## src/hw/rpf_cfg.svh

```systemverilog
// Offsets, field positions, reset values and counts for the receive
// packet filter. Assumes the includer uses them at the widths given.
`ifndef RPF_CFG_SVH
`define RPF_CFG_SVH

// Register offsets on the register port
`define RPF_ADR_THR 6'h03
`define RPF_ADR_SYNC_HI 6'h04
`define RPF_ADR_SYNC_LO 6'h05
`define RPF_ADR_FRAME 6'h06
`define RPF_ADR_CTRL1 6'h07
`define RPF_ADR_CTRL0 6'h08
`define RPF_ADR_DEV 6'h09

// Reset values
`define RPF_RST_THR 8'h07
`define RPF_RST_SYNC_HI 8'hD3
`define RPF_RST_SYNC_LO 8'h91
`define RPF_RST_FRAME 8'hFF
`define RPF_RST_CTRL1 8'h04
`define RPF_RST_CTRL0 8'h45
`define RPF_RST_DEV 8'h00

// Writable bits; unused bits read as zero
`define RPF_WMASK_CTRL1 8'hEF
`define RPF_WMASK_CTRL0 8'h77

// Field positions
`define RPF_C1_FLUSH_BIT 3
`define RPF_C1_TRAIL_BIT 2
`define RPF_C0_CRCEN_BIT 2
`define RPF_C0_FMT_HI 5
`define RPF_C0_FMT_LO 4

// Broadcast addresses
`define RPF_BCAST_ZERO 8'h00
`define RPF_BCAST_ONES 8'hFF

// Threshold arithmetic: receive 4*(n+1), transmit 61-4n
`define RPF_THR_STEP 4
`define RPF_TX_THR_BASE 61

// Receive queue address width (64 bytes)
`define RPF_FIFO_AW 6

`endif

```

## src/hw/rpf_pkg.sv

```systemverilog
// Types shared by the receive packet filter modules.
// Assumes nothing beyond a SystemVerilog compiler.
package rpf_pkg;

   // Packet sequencer states
   typedef enum logic [6:0] {
      RPF_IDLE = 7'b000_0001,
      RPF_LEN = 7'b000_0010,
      RPF_ADDR = 7'b000_0100,
      RPF_DATA = 7'b000_1000,
      RPF_CRC = 7'b001_0000,
      RPF_ST1 = 7'b010_0000,
      RPF_ST2 = 7'b100_0000
   } rpf_state_t;

   // Length mode field encodings
   typedef enum logic [1:0] {
      RPF_LEN_FIXED = 2'b00,
      RPF_LEN_VAR = 2'b01,
      RPF_LEN_INF = 2'b10,
      RPF_LEN_RSV = 2'b11
   } rpf_len_mode_t;

   // Address filter select encodings
   typedef enum logic [1:0] {
      RPF_AF_OFF = 2'b00,
      RPF_AF_DEV = 2'b01,
      RPF_AF_DEV_ZERO = 2'b10,
      RPF_AF_DEV_BOTH = 2'b11
   } rpf_addr_filter_t;

   // Received byte from the demodulator
   typedef struct packed {
      logic vld;
      logic [7:0] data;
   } rpf_rxb_t;

   // Check result from the CRC engine
   typedef struct packed {
      logic vld;
      logic ok;
   } rpf_crc_t;

   // Link quality figures for the status trailer
   typedef struct packed {
      logic [7:0] rssi;
      logic [6:0] lqi;
   } rpf_qual_t;

   // Register port request
   typedef struct packed {
      logic wr;
      logic [5:0] addr;
      logic [7:0] wdata;
   } rpf_reg_req_t;

endpackage

```

## src/hw/rpf_gate.sv

```systemverilog
// Address filter decision and queue threshold comparison.
// Purely combinational; fed from registered state of the top module plus the live transmit level and received byte.
`timescale 1ns/10ps
`include "rpf_cfg.svh"
module rpf_gate #(
   parameter int LW = `RPF_FIFO_AW + 1
) (
   // Settings
   input wire logic [3:0] thr_sel,
   input wire logic [1:0] filter,
   input wire logic [7:0] dev_addr,
   // Observed values
   input wire logic [LW-1:0] rx_level,
   input wire logic [LW-1:0] tx_level,
   input wire logic [7:0] rx_addr,
   // Decisions
   output logic rx_thr,
   output logic tx_thr,
   output logic addr_ok
);

   // Receive threshold, 4 bytes per step from 4
   function automatic logic [LW-1:0] rx_limit(input logic [3:0] n);
      rx_limit = LW'(`RPF_THR_STEP * (int'(n) + 1));
   endfunction

   // Transmit threshold, falling 4 bytes per step from 61
   function automatic logic [LW-1:0] tx_limit(input logic [3:0] n);
      tx_limit = LW'(`RPF_TX_THR_BASE - `RPF_THR_STEP * int'(n));
   endfunction

   // Exceeded once the level reaches the limit
   assign rx_thr = rx_level >= rx_limit(thr_sel);
   assign tx_thr = tx_level >= tx_limit(thr_sel);

   // Address acceptance per filter setting
   always_comb begin
      unique case (rpf_pkg::rpf_addr_filter_t'(filter))
         rpf_pkg::RPF_AF_OFF: addr_ok = 1'b1;
         rpf_pkg::RPF_AF_DEV: addr_ok = rx_addr == dev_addr;
         rpf_pkg::RPF_AF_DEV_ZERO: begin
            addr_ok = rx_addr == dev_addr ||
                      rx_addr == `RPF_BCAST_ZERO;
         end
         rpf_pkg::RPF_AF_DEV_BOTH: begin
            addr_ok = rx_addr == dev_addr ||
                      rx_addr == `RPF_BCAST_ZERO ||
                      rx_addr == `RPF_BCAST_ONES;
         end
      endcase
   end

endmodule

```

## src/hw/rpf_top.sv

```systemverilog
// Receive packet filter: settings registers, packet sequencer, address
// filter, status trailer and the receive byte queue.
// Assumes demodulator, CRC engine and register port share clk_sys and
// that received bytes arrive at least two cycles apart.
`timescale 1ns/10ps
`include "rpf_cfg.svh"
module rpf_top #(
   parameter int FIFO_AW = `RPF_FIFO_AW
) (
   // Clock, reset, enable
   input wire logic clk_sys,
   input wire logic rst_n,
   input wire logic ce,
   // Register port
   input wire rpf_pkg::rpf_reg_req_t reg_req,
   output logic [7:0] reg_rdata,
   // Receive stream from demodulator and CRC engine
   input wire logic sync_det,
   input wire rpf_pkg::rpf_rxb_t rxb,
   input wire rpf_pkg::rpf_crc_t crc_res,
   input wire rpf_pkg::rpf_qual_t rqual,
   input wire logic rx_abort,
   // Receive queue read side
   input wire logic fifo_rd,
   input wire logic fifo_flush,
   output logic [7:0] fifo_rdata,
   output logic fifo_empty,
   output logic [FIFO_AW:0] rx_count,
   output logic rx_ovf,
   // Thresholds
   input wire logic [FIFO_AW:0] tx_count,
   output logic rx_thr,
   output logic tx_thr,
   // Settings for the modem and transmit path
   output logic [15:0] sync_word,
   output logic crc_enable,
   output logic [1:0] pkt_format
);

   localparam int DEPTH = 1 << FIFO_AW;
   localparam logic [FIFO_AW:0] DEPTH_C = (FIFO_AW + 1)'(DEPTH);

   typedef struct packed {
      logic [7:0] thr;
      logic [7:0] sync_hi;
      logic [7:0] sync_lo;
      logic [7:0] frame;
      logic [7:0] ctrl1;
      logic [7:0] ctrl0;
      logic [7:0] dev_addr;
      rpf_pkg::rpf_state_t st;
      logic [7:0] remain;
      logic [7:0] len_hold;
      logic [7:0] addr_hold;
      logic addr_pend;
      logic crc_ok_hold;
      logic [FIFO_AW-1:0] wptr;
      logic [FIFO_AW-1:0] rptr;
      logic [FIFO_AW:0] cnt;
      logic ovf;
      logic [7:0] reg_rd;
      logic [7:0] fifo_out;
   } rpf_core_t;

   localparam rpf_core_t RST_C = '{
      thr: `RPF_RST_THR,
      sync_hi: `RPF_RST_SYNC_HI,
      sync_lo: `RPF_RST_SYNC_LO,
      frame: `RPF_RST_FRAME,
      ctrl1: `RPF_RST_CTRL1,
      ctrl0: `RPF_RST_CTRL0,
      dev_addr: `RPF_RST_DEV,
      st: rpf_pkg::RPF_IDLE,
      default: '0
   };

   logic rst_meta_n, rst_q_n;
   rpf_core_t r, n;
   logic [7:0] mem [DEPTH];
   logic [7:0] wr_data;
   logic wr_en, push, pop, flush_now;
   logic addr_ok, is_var, trail_en, flush_en;

   // Reset release through two flops; assertion stays asynchronous
   always_ff @(posedge clk_sys or negedge rst_n) begin
      if (!rst_n) begin
         rst_meta_n <= 1'b0;
         rst_q_n <= 1'b0;
      end else begin
         rst_meta_n <= 1'b1;
         rst_q_n <= rst_meta_n;
      end
   end

   // Register read decode, unmapped offsets read zero
   function automatic logic [7:0] rd_mux(input rpf_core_t s,
                                         input logic [5:0] a);
      case (a)
         `RPF_ADR_THR: rd_mux = s.thr;
         `RPF_ADR_SYNC_HI: rd_mux = s.sync_hi;
         `RPF_ADR_SYNC_LO: rd_mux = s.sync_lo;
         `RPF_ADR_FRAME: rd_mux = s.frame;
         `RPF_ADR_CTRL1: rd_mux = s.ctrl1;
         `RPF_ADR_CTRL0: rd_mux = s.ctrl0;
         `RPF_ADR_DEV: rd_mux = s.dev_addr;
         default: rd_mux = 8'h00;
      endcase
   endfunction

   // Filter decision and thresholds
   rpf_gate #(
      .LW(FIFO_AW + 1)
   ) u_gate (
      .thr_sel(r.thr[3:0]),
      .filter(r.ctrl1[1:0]),
      .dev_addr(r.dev_addr),
      .rx_level(r.cnt),
      .tx_level(tx_count),
      .rx_addr(rxb.data),
      .rx_thr(rx_thr),
      .tx_thr(tx_thr),
      .addr_ok(addr_ok)
   );

   assign is_var = r.ctrl0[1:0] == rpf_pkg::RPF_LEN_VAR;
   assign trail_en = r.ctrl1[`RPF_C1_TRAIL_BIT];
   assign flush_en = r.ctrl1[`RPF_C1_FLUSH_BIT];

   // Next state: registers, sequencer and queue bookkeeping
   always_comb begin
      n = r;
      wr_en = 1'b0;
      wr_data = 8'h00;
      flush_now = fifo_flush;
      n.reg_rd = rd_mux(r, reg_req.addr);
      if (reg_req.wr) begin
         case (reg_req.addr)
            `RPF_ADR_THR: n.thr = reg_req.wdata;
            `RPF_ADR_SYNC_HI: n.sync_hi = reg_req.wdata;
            `RPF_ADR_SYNC_LO: n.sync_lo = reg_req.wdata;
            `RPF_ADR_FRAME: n.frame = reg_req.wdata;
            `RPF_ADR_CTRL1: n.ctrl1 = reg_req.wdata & `RPF_WMASK_CTRL1;
            `RPF_ADR_CTRL0: n.ctrl0 = reg_req.wdata & `RPF_WMASK_CTRL0;
            `RPF_ADR_DEV: n.dev_addr = reg_req.wdata;
            default: n.thr = r.thr;
         endcase
      end
      // Deferred address byte after a held length byte
      n.addr_pend = 1'b0;
      if (r.addr_pend) begin
         wr_en = 1'b1;
         wr_data = r.addr_hold;
      end
      unique case (r.st)
         rpf_pkg::RPF_IDLE: begin
            if (sync_det) begin
               unique case (rpf_pkg::rpf_len_mode_t'(r.ctrl0[1:0]))
                  rpf_pkg::RPF_LEN_VAR: n.st = rpf_pkg::RPF_LEN;
                  rpf_pkg::RPF_LEN_FIXED: begin
                     n.remain = r.frame;
                     n.st = r.ctrl1[1:0] != 2'b00 ? rpf_pkg::RPF_ADDR
                                                  : rpf_pkg::RPF_DATA;
                  end
                  rpf_pkg::RPF_LEN_INF: n.st = rpf_pkg::RPF_DATA;
                  rpf_pkg::RPF_LEN_RSV: n.st = rpf_pkg::RPF_IDLE;
               endcase
            end
         end
         rpf_pkg::RPF_LEN: begin
            if (rxb.vld) begin
               n.len_hold = rxb.data;
               n.remain = rxb.data;
               if (rxb.data == 8'h00 || rxb.data > r.frame) begin
                  n.st = rpf_pkg::RPF_IDLE;
               end else if (r.ctrl1[1:0] != 2'b00) begin
                  n.st = rpf_pkg::RPF_ADDR; // Hold length until address
               end else begin
                  wr_en = 1'b1;
                  wr_data = rxb.data;
                  n.st = rpf_pkg::RPF_DATA;
               end
            end
         end
         rpf_pkg::RPF_ADDR: begin
            if (rxb.vld) begin
               n.remain = r.remain - 8'h01;
               if (!addr_ok) begin
                  n.st = rpf_pkg::RPF_IDLE;
               end else begin
                  wr_en = 1'b1;
                  wr_data = is_var ? r.len_hold : rxb.data;
                  n.addr_pend = is_var;
                  n.addr_hold = rxb.data;
                  n.st = r.remain == 8'h01 ? rpf_pkg::RPF_CRC
                                           : rpf_pkg::RPF_DATA;
               end
            end
         end
         rpf_pkg::RPF_DATA: begin
            if (rxb.vld) begin
               wr_en = 1'b1;
               wr_data = rxb.data;
               if (r.ctrl0[1:0] != rpf_pkg::RPF_LEN_INF) begin
                  n.remain = r.remain - 8'h01;
                  if (r.remain == 8'h01) n.st = rpf_pkg::RPF_CRC;
               end
            end
         end
         rpf_pkg::RPF_CRC: begin
            // Without checking there is no verdict; flag reads as bad
            if (!r.ctrl0[`RPF_C0_CRCEN_BIT]) begin
               n.crc_ok_hold = 1'b0;
               n.st = trail_en ? rpf_pkg::RPF_ST1 : rpf_pkg::RPF_IDLE;
            end else if (crc_res.vld) begin
               n.crc_ok_hold = crc_res.ok;
               if (!crc_res.ok && flush_en) begin
                  flush_now = 1'b1;
                  n.st = rpf_pkg::RPF_IDLE;
               end else begin
                  n.st = trail_en ? rpf_pkg::RPF_ST1
                                  : rpf_pkg::RPF_IDLE;
               end
            end
         end
         rpf_pkg::RPF_ST1: begin
            wr_en = 1'b1;
            wr_data = rqual.rssi;
            n.st = rpf_pkg::RPF_ST2;
         end
         rpf_pkg::RPF_ST2: begin
            wr_en = 1'b1;
            wr_data = {r.crc_ok_hold, rqual.lqi};
            n.st = rpf_pkg::RPF_IDLE;
         end
      endcase
      // Carrier loss ends the packet where it stands
      if (rx_abort) n.st = rpf_pkg::RPF_IDLE;
      // Queue: a byte arriving while full with no pop in the same cycle is lost and flagged
      pop = fifo_rd && r.cnt != '0;
      push = wr_en && (r.cnt != DEPTH_C || pop);
      if (wr_en && !push) n.ovf = 1'b1;
      if (pop) begin
         n.fifo_out = mem[r.rptr];
         n.rptr = r.rptr + 1'b1;
      end
      if (push) n.wptr = r.wptr + 1'b1;
      n.cnt = r.cnt + (FIFO_AW + 1)'(push) - (FIFO_AW + 1)'(pop);
      if (flush_now) begin
         n.wptr = '0;
         n.rptr = '0;
         n.cnt = '0;
         n.ovf = 1'b0;
      end
   end

   // State register; enable low freezes everything
   always_ff @(posedge clk_sys or negedge rst_q_n) begin
      if (!rst_q_n) r <= RST_C;
      else if (ce) r <= n;
   end

   // Queue storage, no reset needed since count guards reads
   always_ff @(posedge clk_sys) begin
      if (ce && push) mem[r.wptr] <= wr_data;
   end

   // Outputs straight from state
   assign reg_rdata = r.reg_rd;
   assign fifo_rdata = r.fifo_out;
   assign fifo_empty = r.cnt == '0;
   assign rx_count = r.cnt;
   assign rx_ovf = r.ovf;
   assign sync_word = {r.sync_hi, r.sync_lo};
   assign crc_enable = r.ctrl0[`RPF_C0_CRCEN_BIT];
   assign pkt_format = r.ctrl0[`RPF_C0_FMT_HI:`RPF_C0_FMT_LO];
endmodule

```

## config.mk

```make
export PLATFORM = sky130hd
export DESIGN_NAME = rpf_top
export DESIGN_NICKNAME = d
export VERILOG_FILES = /design/src/hw/rpf_pkg.sv /design/src/hw/rpf_gate.sv /design/src/hw/rpf_top.sv
export VERILOG_INCLUDE_DIRS = /design/src /design/src/hw
export SDC_FILE = /design/constraint.sdc
export NUM_CORES = 1
export LEC_CHECK = 0
export BUFFER_PORTS_ARGS = -buffer_cell sky130_fd_sc_hd__buf_4
export CAP_MARGIN = 20
export CORE_ASPECT_RATIO = 1.1
export CORE_MARGIN = 3
export CORE_UTILIZATION = 56
export DETAILED_ROUTE_END_ITERATION = 7
export GPL_ROUTABILITY_DRIVEN = 0
export PLACE_DENSITY = 0.73
export REMOVE_ABC_BUFFERS = 1
export SLEW_MARGIN = 20
export SYNTH_ARGS = -nofsm -noshare
export SYNTH_HDL_FRONTEND = slang
export SYNTH_SLANG_ARGS = --single-unit
```

## constraint.sdc

```tcl
create_clock -name clk_sys -period 9.95 [get_ports clk_sys]
set_clock_uncertainty 0.05 [all_clocks]
set_input_delay 0.995 -clock clk_sys [delete_from_list [all_inputs] [get_ports clk_sys]]
set_output_delay 0.995 -clock clk_sys [all_outputs]
set_load 0.01 [all_outputs]
```

==> flow_metrics.tcl, run 1 <==
set metrics [dict create \
    vias 16300 \
    cellLeakagePower_nw 10.7 \
    cp-end-kind "flip-flop" \
    num_rows 84 \
    cts_buffers 61 \
    pin_count 101 \
    cts.repair.resized 0 \
    drv_slew 0 \
    use_met3_pct 5.21 \
    critPathSlowestCell "nor3_1" \
    start_util_pct 57.3 \
    use_met1_pct 34.3 \
    drtAntennaViolNets 0 \
    crit_fanout 25 \
    startpoint_type "flip-flop" \
    synthFlopType "edfxtp_1" \
    dieArea_um2 52100 \
    cts_root_buf "clkbuf_16" \
    dieHeight_um 239 \
    drtIter0Drc 1808 \
    postCtsSetupRepairBufs 0 \
    drive_above_1_share_pct 23.5 \
    total_power_mw 6.86 \
    area_growth_pct 12.2 \
    via_per_inst 6.41 \
    diodes 0 \
    post-dp-hpwl_um 41700 \
    path_clk_slew_ns 0.06 \
    grt.busiest_layer "met2" \
    cts_sinks 636 \
    cts.path.max_buffers 3 \
    synth_seq_cells 636 \
    cts_hold_buf 0 \
    period_minus_slack_ns 5.09 \
    fmax_ghz 0.196 \
    synth_seq_area_share_pct 66.8 \
    syn_area_per_cell_um2 15.4 \
    worstPathArrival_ns 5.27 \
    ir_worst_vdd_mv 0.181 \
    layout.nets 1924 \
    hold_viol_final 0 \
    place_inst 2418 \
    holdWs_ns 0.107 \
    synth_edf_count 512 \
    path_cells "or3b_2 > nor3_2 > nand2_1 > or3_1 > a211o_1 > nand2b_1 > nor3_1" \
    maxCapViolCount 0 \
    grt_pass1_wl_um 101000 \
    drc_errors 0 \
    tightestPinTransition_ns 1.13 \
    first_pass_iters 6 \
    cp_data_required_time_ns 10.13 \
    synth_area_um2 27700 \
    worst-path-buf-inv 0 \
    instances_no_fill 2536 \
    netlist_instances 1799 \
    setup_viol 0 \
    port_buffers 100 \
    tritoncts "built" \
    grt_use_total_pct 25.8 \
    wire_per_inst_um 26.1 \
    met2_usage_pct 43.2 \
    slew_headroom_pct 24.9 \
    synth_warnings 0 \
    antenna_found_initial 0 \
    pre_cts_ws_ns 4.48 \
    status "finished clean" \
    hp-class "in -> async" \
    fin_setup_tns_ns 0 \
    core_um2 48300 \
    cp_top_family "simple AND/OR/NAND/NOR gates" \
    die-width_um 218 \
    period_share_pct 51.2 \
    htreeDepth 2 \
    synthArstFlopShare_pct 19.5 \
    grt_pass1_vias 16400 \
    fin_ws_ns 4.86 \
    insertion_delay_ns 0.61 \
    rsz0062_at_grt "false" \
    grt_max_degree 139 \
    routed_wl_um 66200 \
    cp_slowest_stage_delay_ns 1.07 \
    grt.overflow.total 0 \
    setup.worst_path.class "reg -> reg" \
    power_density_nw_per_um2 221 \
    ys_types 69 \
]
sequential cells by signal, summed over array words and instances (netlist names):
| name | count |
|---|---|
| pkt_format | 2 |
| rst_q_n | 1 |
| r | 78 |
| reg_rdata | 8 |
| mem | 512 |
| fifo_rdata | 8 |
| crc_enable | 1 |
| rst_meta_n | 1 |
| rx_ovf | 1 |
| flush_en | 1 |
| sync_word | 16 |
| rx_count | 7 |
power by group:
| group | internal (mW) | total [mW] | switching [mW] |
|---|---|---|---|
| combinational | 0.533 | 1.21 | 0.676 |
| sequential | 2.99 | 3.12 | 0.132 |
| clock | 1.56 | 2.53 | 0.979 |
worst reg2reg max path, delay by kind of cell, from the launching register on:
kind	cells	cell delay [ns]
AO/OA/AOI/OAI	1	0.58
flip-flops	1	0.56
AND/OR/NAND/NOR	6	3.52
kinds of logic (layout without fill, tap and decap cells):
kind of cell	count (synthesis)	after routing	synth area share, %
flip-flops	636	636	66.8
AND/OR/NAND/NOR	350	350	6.13
AO/OA/AOI/OAI	295	295	7.09
multiplexers	280	280	14.8
buffers and inverters	189	281	3.19
adder cells (fa/ha/maj)	31	31	1.43
XOR/XNOR	17	17	0.538
other	1	1	0.0135
stage by stage:
step | util [%] | area [µm²]
2_1_floorplan | - | 27000
3_3_place_gp | 59.6 | 28800
3_5_place_dp | 59.6 | 28800
4_1_cts | 64.2 | 31000
5_1_grt | 64.3 | 31100
6_report | 64.3 | 31100
cell type report:
cell class              count  area (µm²)
flip-flops and latches    636       18500
clock buffers              73        1630
repair buffers            124         938
well taps                 645         807
fillers                  3438       17300
clock inverters            43         588
inverters                  41         154
multi-input cells         974        8430
cells in the mapped netlist (all sizes together) (55+ instances only):
| library cell | count | share of area, % |
|---|---|---|
| o21ai | 74 | 1.3 |
| dfrtp | 100 | 9.0 |
| edfxtp | 512 | 56 |
| nand2 | 93 | 1.3 |
| nor2 | 98 | 1.3 |
| clkbuf | 70 | 0.95 |
| mux2i | 116 | 4.2 |
| a21oi | 69 | 1.2 |
| mux2 | 68 | 2.8 |
| buf | 78 | 1.7 |
| mux4 | 96 | 7.8 |
| nor3 | 55 | 1.0 |
worst paths after layout:
kind,start,end,slack (ns),cells after the start
worst max-delay path,r[63],mem[58][1],4.86,7
max in group asynchronous,rst_q_n,r[122],8.15,1
worst min register to register,rst_meta_n,rst_q_n,0.31,0
min in group clk_sys,rst_meta_n,rst_q_n,0.31,0
worst max register to register,r[63],mem[58][1],4.86,7
worst min-delay path,rst_n,rst_q_n,0.11,1
per-layer routing:
metal / wire length (µm) / part of all wire, %
met5: 0 / 0
met1: 25700 / 39
met3: 5290 / 8.0
met4: 2080 / 3.1
met2: 33100 / 50
cells in the final DEF, fill, tap and decap left out, drive strengths merged, types with 6 or more instances in the layout:
cell,netlist,final
clkbuf,70,74
o21ai,74,74
nor3,55,55
or3,9,9
or4,6,6
bufinv,0,15
edfxtp,512,512
nor2b,7,7
clkinv,2,25
buf,78,123
mux4,96,96
nor2,98,98
nand2b,9,9
a222oi,9,9
mux2i,116,116
xnor2,13,13
o2bb2ai,11,11
a211o,11,11
a221oi,8,8
ha,30,30
nand2,93,93
inv,39,41
dfstp,24,24
a21oi,69,69
dfrtp,100,100
nand3,22,22
o221ai,46,46
nand4,11,11
mux2,68,68
nor4,7,7
o22ai,20,20
a31oi,12,12
(Power assumes the default switching activity.)
==> inputs of run 2 (changes only) <==
--- a/config.mk
+++ b/config.mk
@@ -13,7 +13,7 @@
 export CORE_UTILIZATION = 56
 export DETAILED_ROUTE_END_ITERATION = 7
 export GPL_ROUTABILITY_DRIVEN = 0
-export PLACE_DENSITY = 0.73
+export PLACE_DENSITY = 0.76
 export REMOVE_ABC_BUFFERS = 1
 export SLEW_MARGIN = 20
 export SYNTH_ARGS = -nofsm -noshare
==> constraint.sdc (replaced) <==
create_clock -name clk_sys -period 4.6 [get_ports clk_sys]
set_clock_uncertainty 0.05 [all_clocks]
set_input_delay 0.46 -clock clk_sys [delete_from_list [all_inputs] [get_ports clk_sys]]
set_output_delay 0.46 -clock clk_sys [all_outputs]
set_load 0.01 [all_outputs]
==> run 2 against run 1 <==
Die area did not move. Sequential cell count is the same. Final cell count increased by 3.0%. Via count increased by 1.5%. Combinational power grew 120%. Count of clock-buffer cells in the layout is 4 higher. Hold slack got worse by 0.012 ns. Critical path type unchanged. Largest cell class unchanged. Largest power group unchanged.
==> flow_metrics.tcl, run 2 (synthesized netlist as in run 1, its figures left out) <==
set metrics [dict create \
    dieArea_um2 52100 \
    path_clk_slew_ns 0.07 \
    crit_fanout 4 \
    start_util_pct 57.3 \
    diodes 0 \
    port_buffers 100 \
    ir_worst_vdd_mv 0.362 \
    cts_buffers 60 \
    tightestPinTransition_ns 1.14 \
    regMostFlops "mem" \
    worstPathArrival_ns 4.79 \
    fin_setup_tns_ns 0 \
    path_cells "inv_1 > ha_1 > nand2_1 > or3_1 > o2bb2ai_1 > or3_4 > a211o_1 > o21ai_1 > ha_1 > inv_1 > fa_1 > nand2b_1 > a21oi_1 > o21ai_1 > a21oi_1 > o21ai_0 > a211oi_1 > o21bai_1" \
    first_pass_iters 6 \
    power_density_nw_per_um2 457 \
    place_inst 2498 \
    cts_sinks 636 \
    startpoint_type "flip-flop" \
    worst-path-buf-inv 2 \
    wire_per_inst_um 25.0 \
    cellLeakagePower_nw 11.0 \
    period_minus_slack_ns 4.30 \
    maxCapViolCount 0 \
    grt_pass1_wl_um 101000 \
    drv_slew 0 \
    holdWs_ns 0.0944 \
    die-width_um 218 \
    layout_commonest_cell "edfxtp_1" \
    area_growth_pct 13.6 \
    antenna_found_initial 0 \
    period_share_pct 93.5 \
    status "finished clean" \
    grt_max_degree 65 \
    insertion_delay_ns 0.62 \
    r2r_slack_ns 0.30 \
    fmax_ghz 0.232 \
    drtIter0Drc 1870 \
    fillerInstances 3344 \
    htreeDepth 2 \
    via_per_inst 6.32 \
    finalInstanceArea_um2 31400 \
    slew_headroom_pct 24.2 \
    setup.worst_path.class "reg -> reg" \
    hold_viol_final 0 \
    vias 16500 \
    setup_viol 0 \
    grt_pass1_vias 16700 \
    cp-end-kind "flip-flop" \
    drc_errors 0 \
    tritoncts "built" \
    post-dp-hpwl_um 41800 \
    core_um2 48300 \
    num_rows 84 \
    rsz0062_at_grt "false" \
    drtAntennaViolNets 0 \
    dpl_cell_area_um2 29400 \
    grt.overflow.total 0 \
    largest_register_ffs 512 \
    grt_use_total_pct 25.4 \
    dieHeight_um 239 \
    cp_top_family "compound AO/OA/AOI/OAI gates" \
    critPathSlowestCell "dfstp_2" \
    routed_wl_um 65400 \
    cts_root_buf "clkbuf_16" \
    instances_no_fill 2612 \
    pin_count 101 \
    cp_slowest_stage_delay_ns 0.57 \
    layout.nets 2002 \
    cts.path.max_buffers 3 \
    hp-class "in -> async" \
    cp_data_required_time_ns 5.09 \
    drive_above_1_share_pct 26.0 \
    layout_common_cells "edfxtp_1, buf_4, mux2i_1" \
]
[run 2: cell types whose count changed in the layout (fill, tap and decap cells not counted), moves of 9 or more]
cell / delta
bufinv_16: -10
nor3_1: +9
nor3_2: -9
buf_4: +77
[run 2: power breakdown]
part	switching [mW]	total [mW]	leakage, nW	internal, mW
Combinational	1.45	2.64	3.79	1.20
Sequential	0.315	6.78	6.21	6.47
Clock	2.10	4.94	0.976	2.84
[run 2: area by class of cell]
type	count	area, µm²	share of cell area, %
Multi-Input combinational cell	974	8390	26.7
Tap cell	645	807	2.57
Inverter	41	154	0.490
Timing Repair Buffer	203	1580	5.01
Clock inverter	36	333	1.06
Clock buffer	77	1660	5.29
Sequential cell	636	18500	58.9
[run 2: per-layer routing]
layer  GRT usage (%)  wire length (µm)  vias up
met2            42.2             32400      829
met4            7.91              2120        0
li1                -                 -     7273
met3            5.35              5690      140
met5               0                 0        -
met1            34.2             25200     8263
[run 2: path summary, 6_finish.rpt]
| kind | start | end | cells past startpoint |
|---|---|---|---|
| max | r[100] | rx_count[6] | 18 |
| min | rst_n | rst_q_n | 2 |
| max reg2reg | r[100] | rx_count[6] | 18 |
| min reg2reg | rst_meta_n | rst_q_n | 0 |
| max in group asynchronous | rst_q_n | sync_word[7] | 1 |
| min in group clk_sys | rxb[0] | r[38] | 2 |
[run 2: metrics by stage]
| step | power (mW) | setup WS [ns] | utilization (%) |
|---|---|---|---|
| after floorplan | 8.82 | -3.25 | - |
| after global placement | 9.42 | 0.315 | 60.9 |
| after detailed placement | 9.51 | 0.150 | 60.9 |
| after CTS | 14.4 | 0.195 | 65.0 |
| after global routing | 14.9 | 0.0268 | 65.0 |
| final | 14.4 | 0.298 | 65.0 |
[run 2: timing repair]
action / 4_1_cts / 5_1_grt
gates resized for setup: 0 / 4
hold endpoints to repair: 2 / 0
setup endpoints to repair: 0 / 1
buffers inserted: 0 / 0
hold buffers: 1 / 0
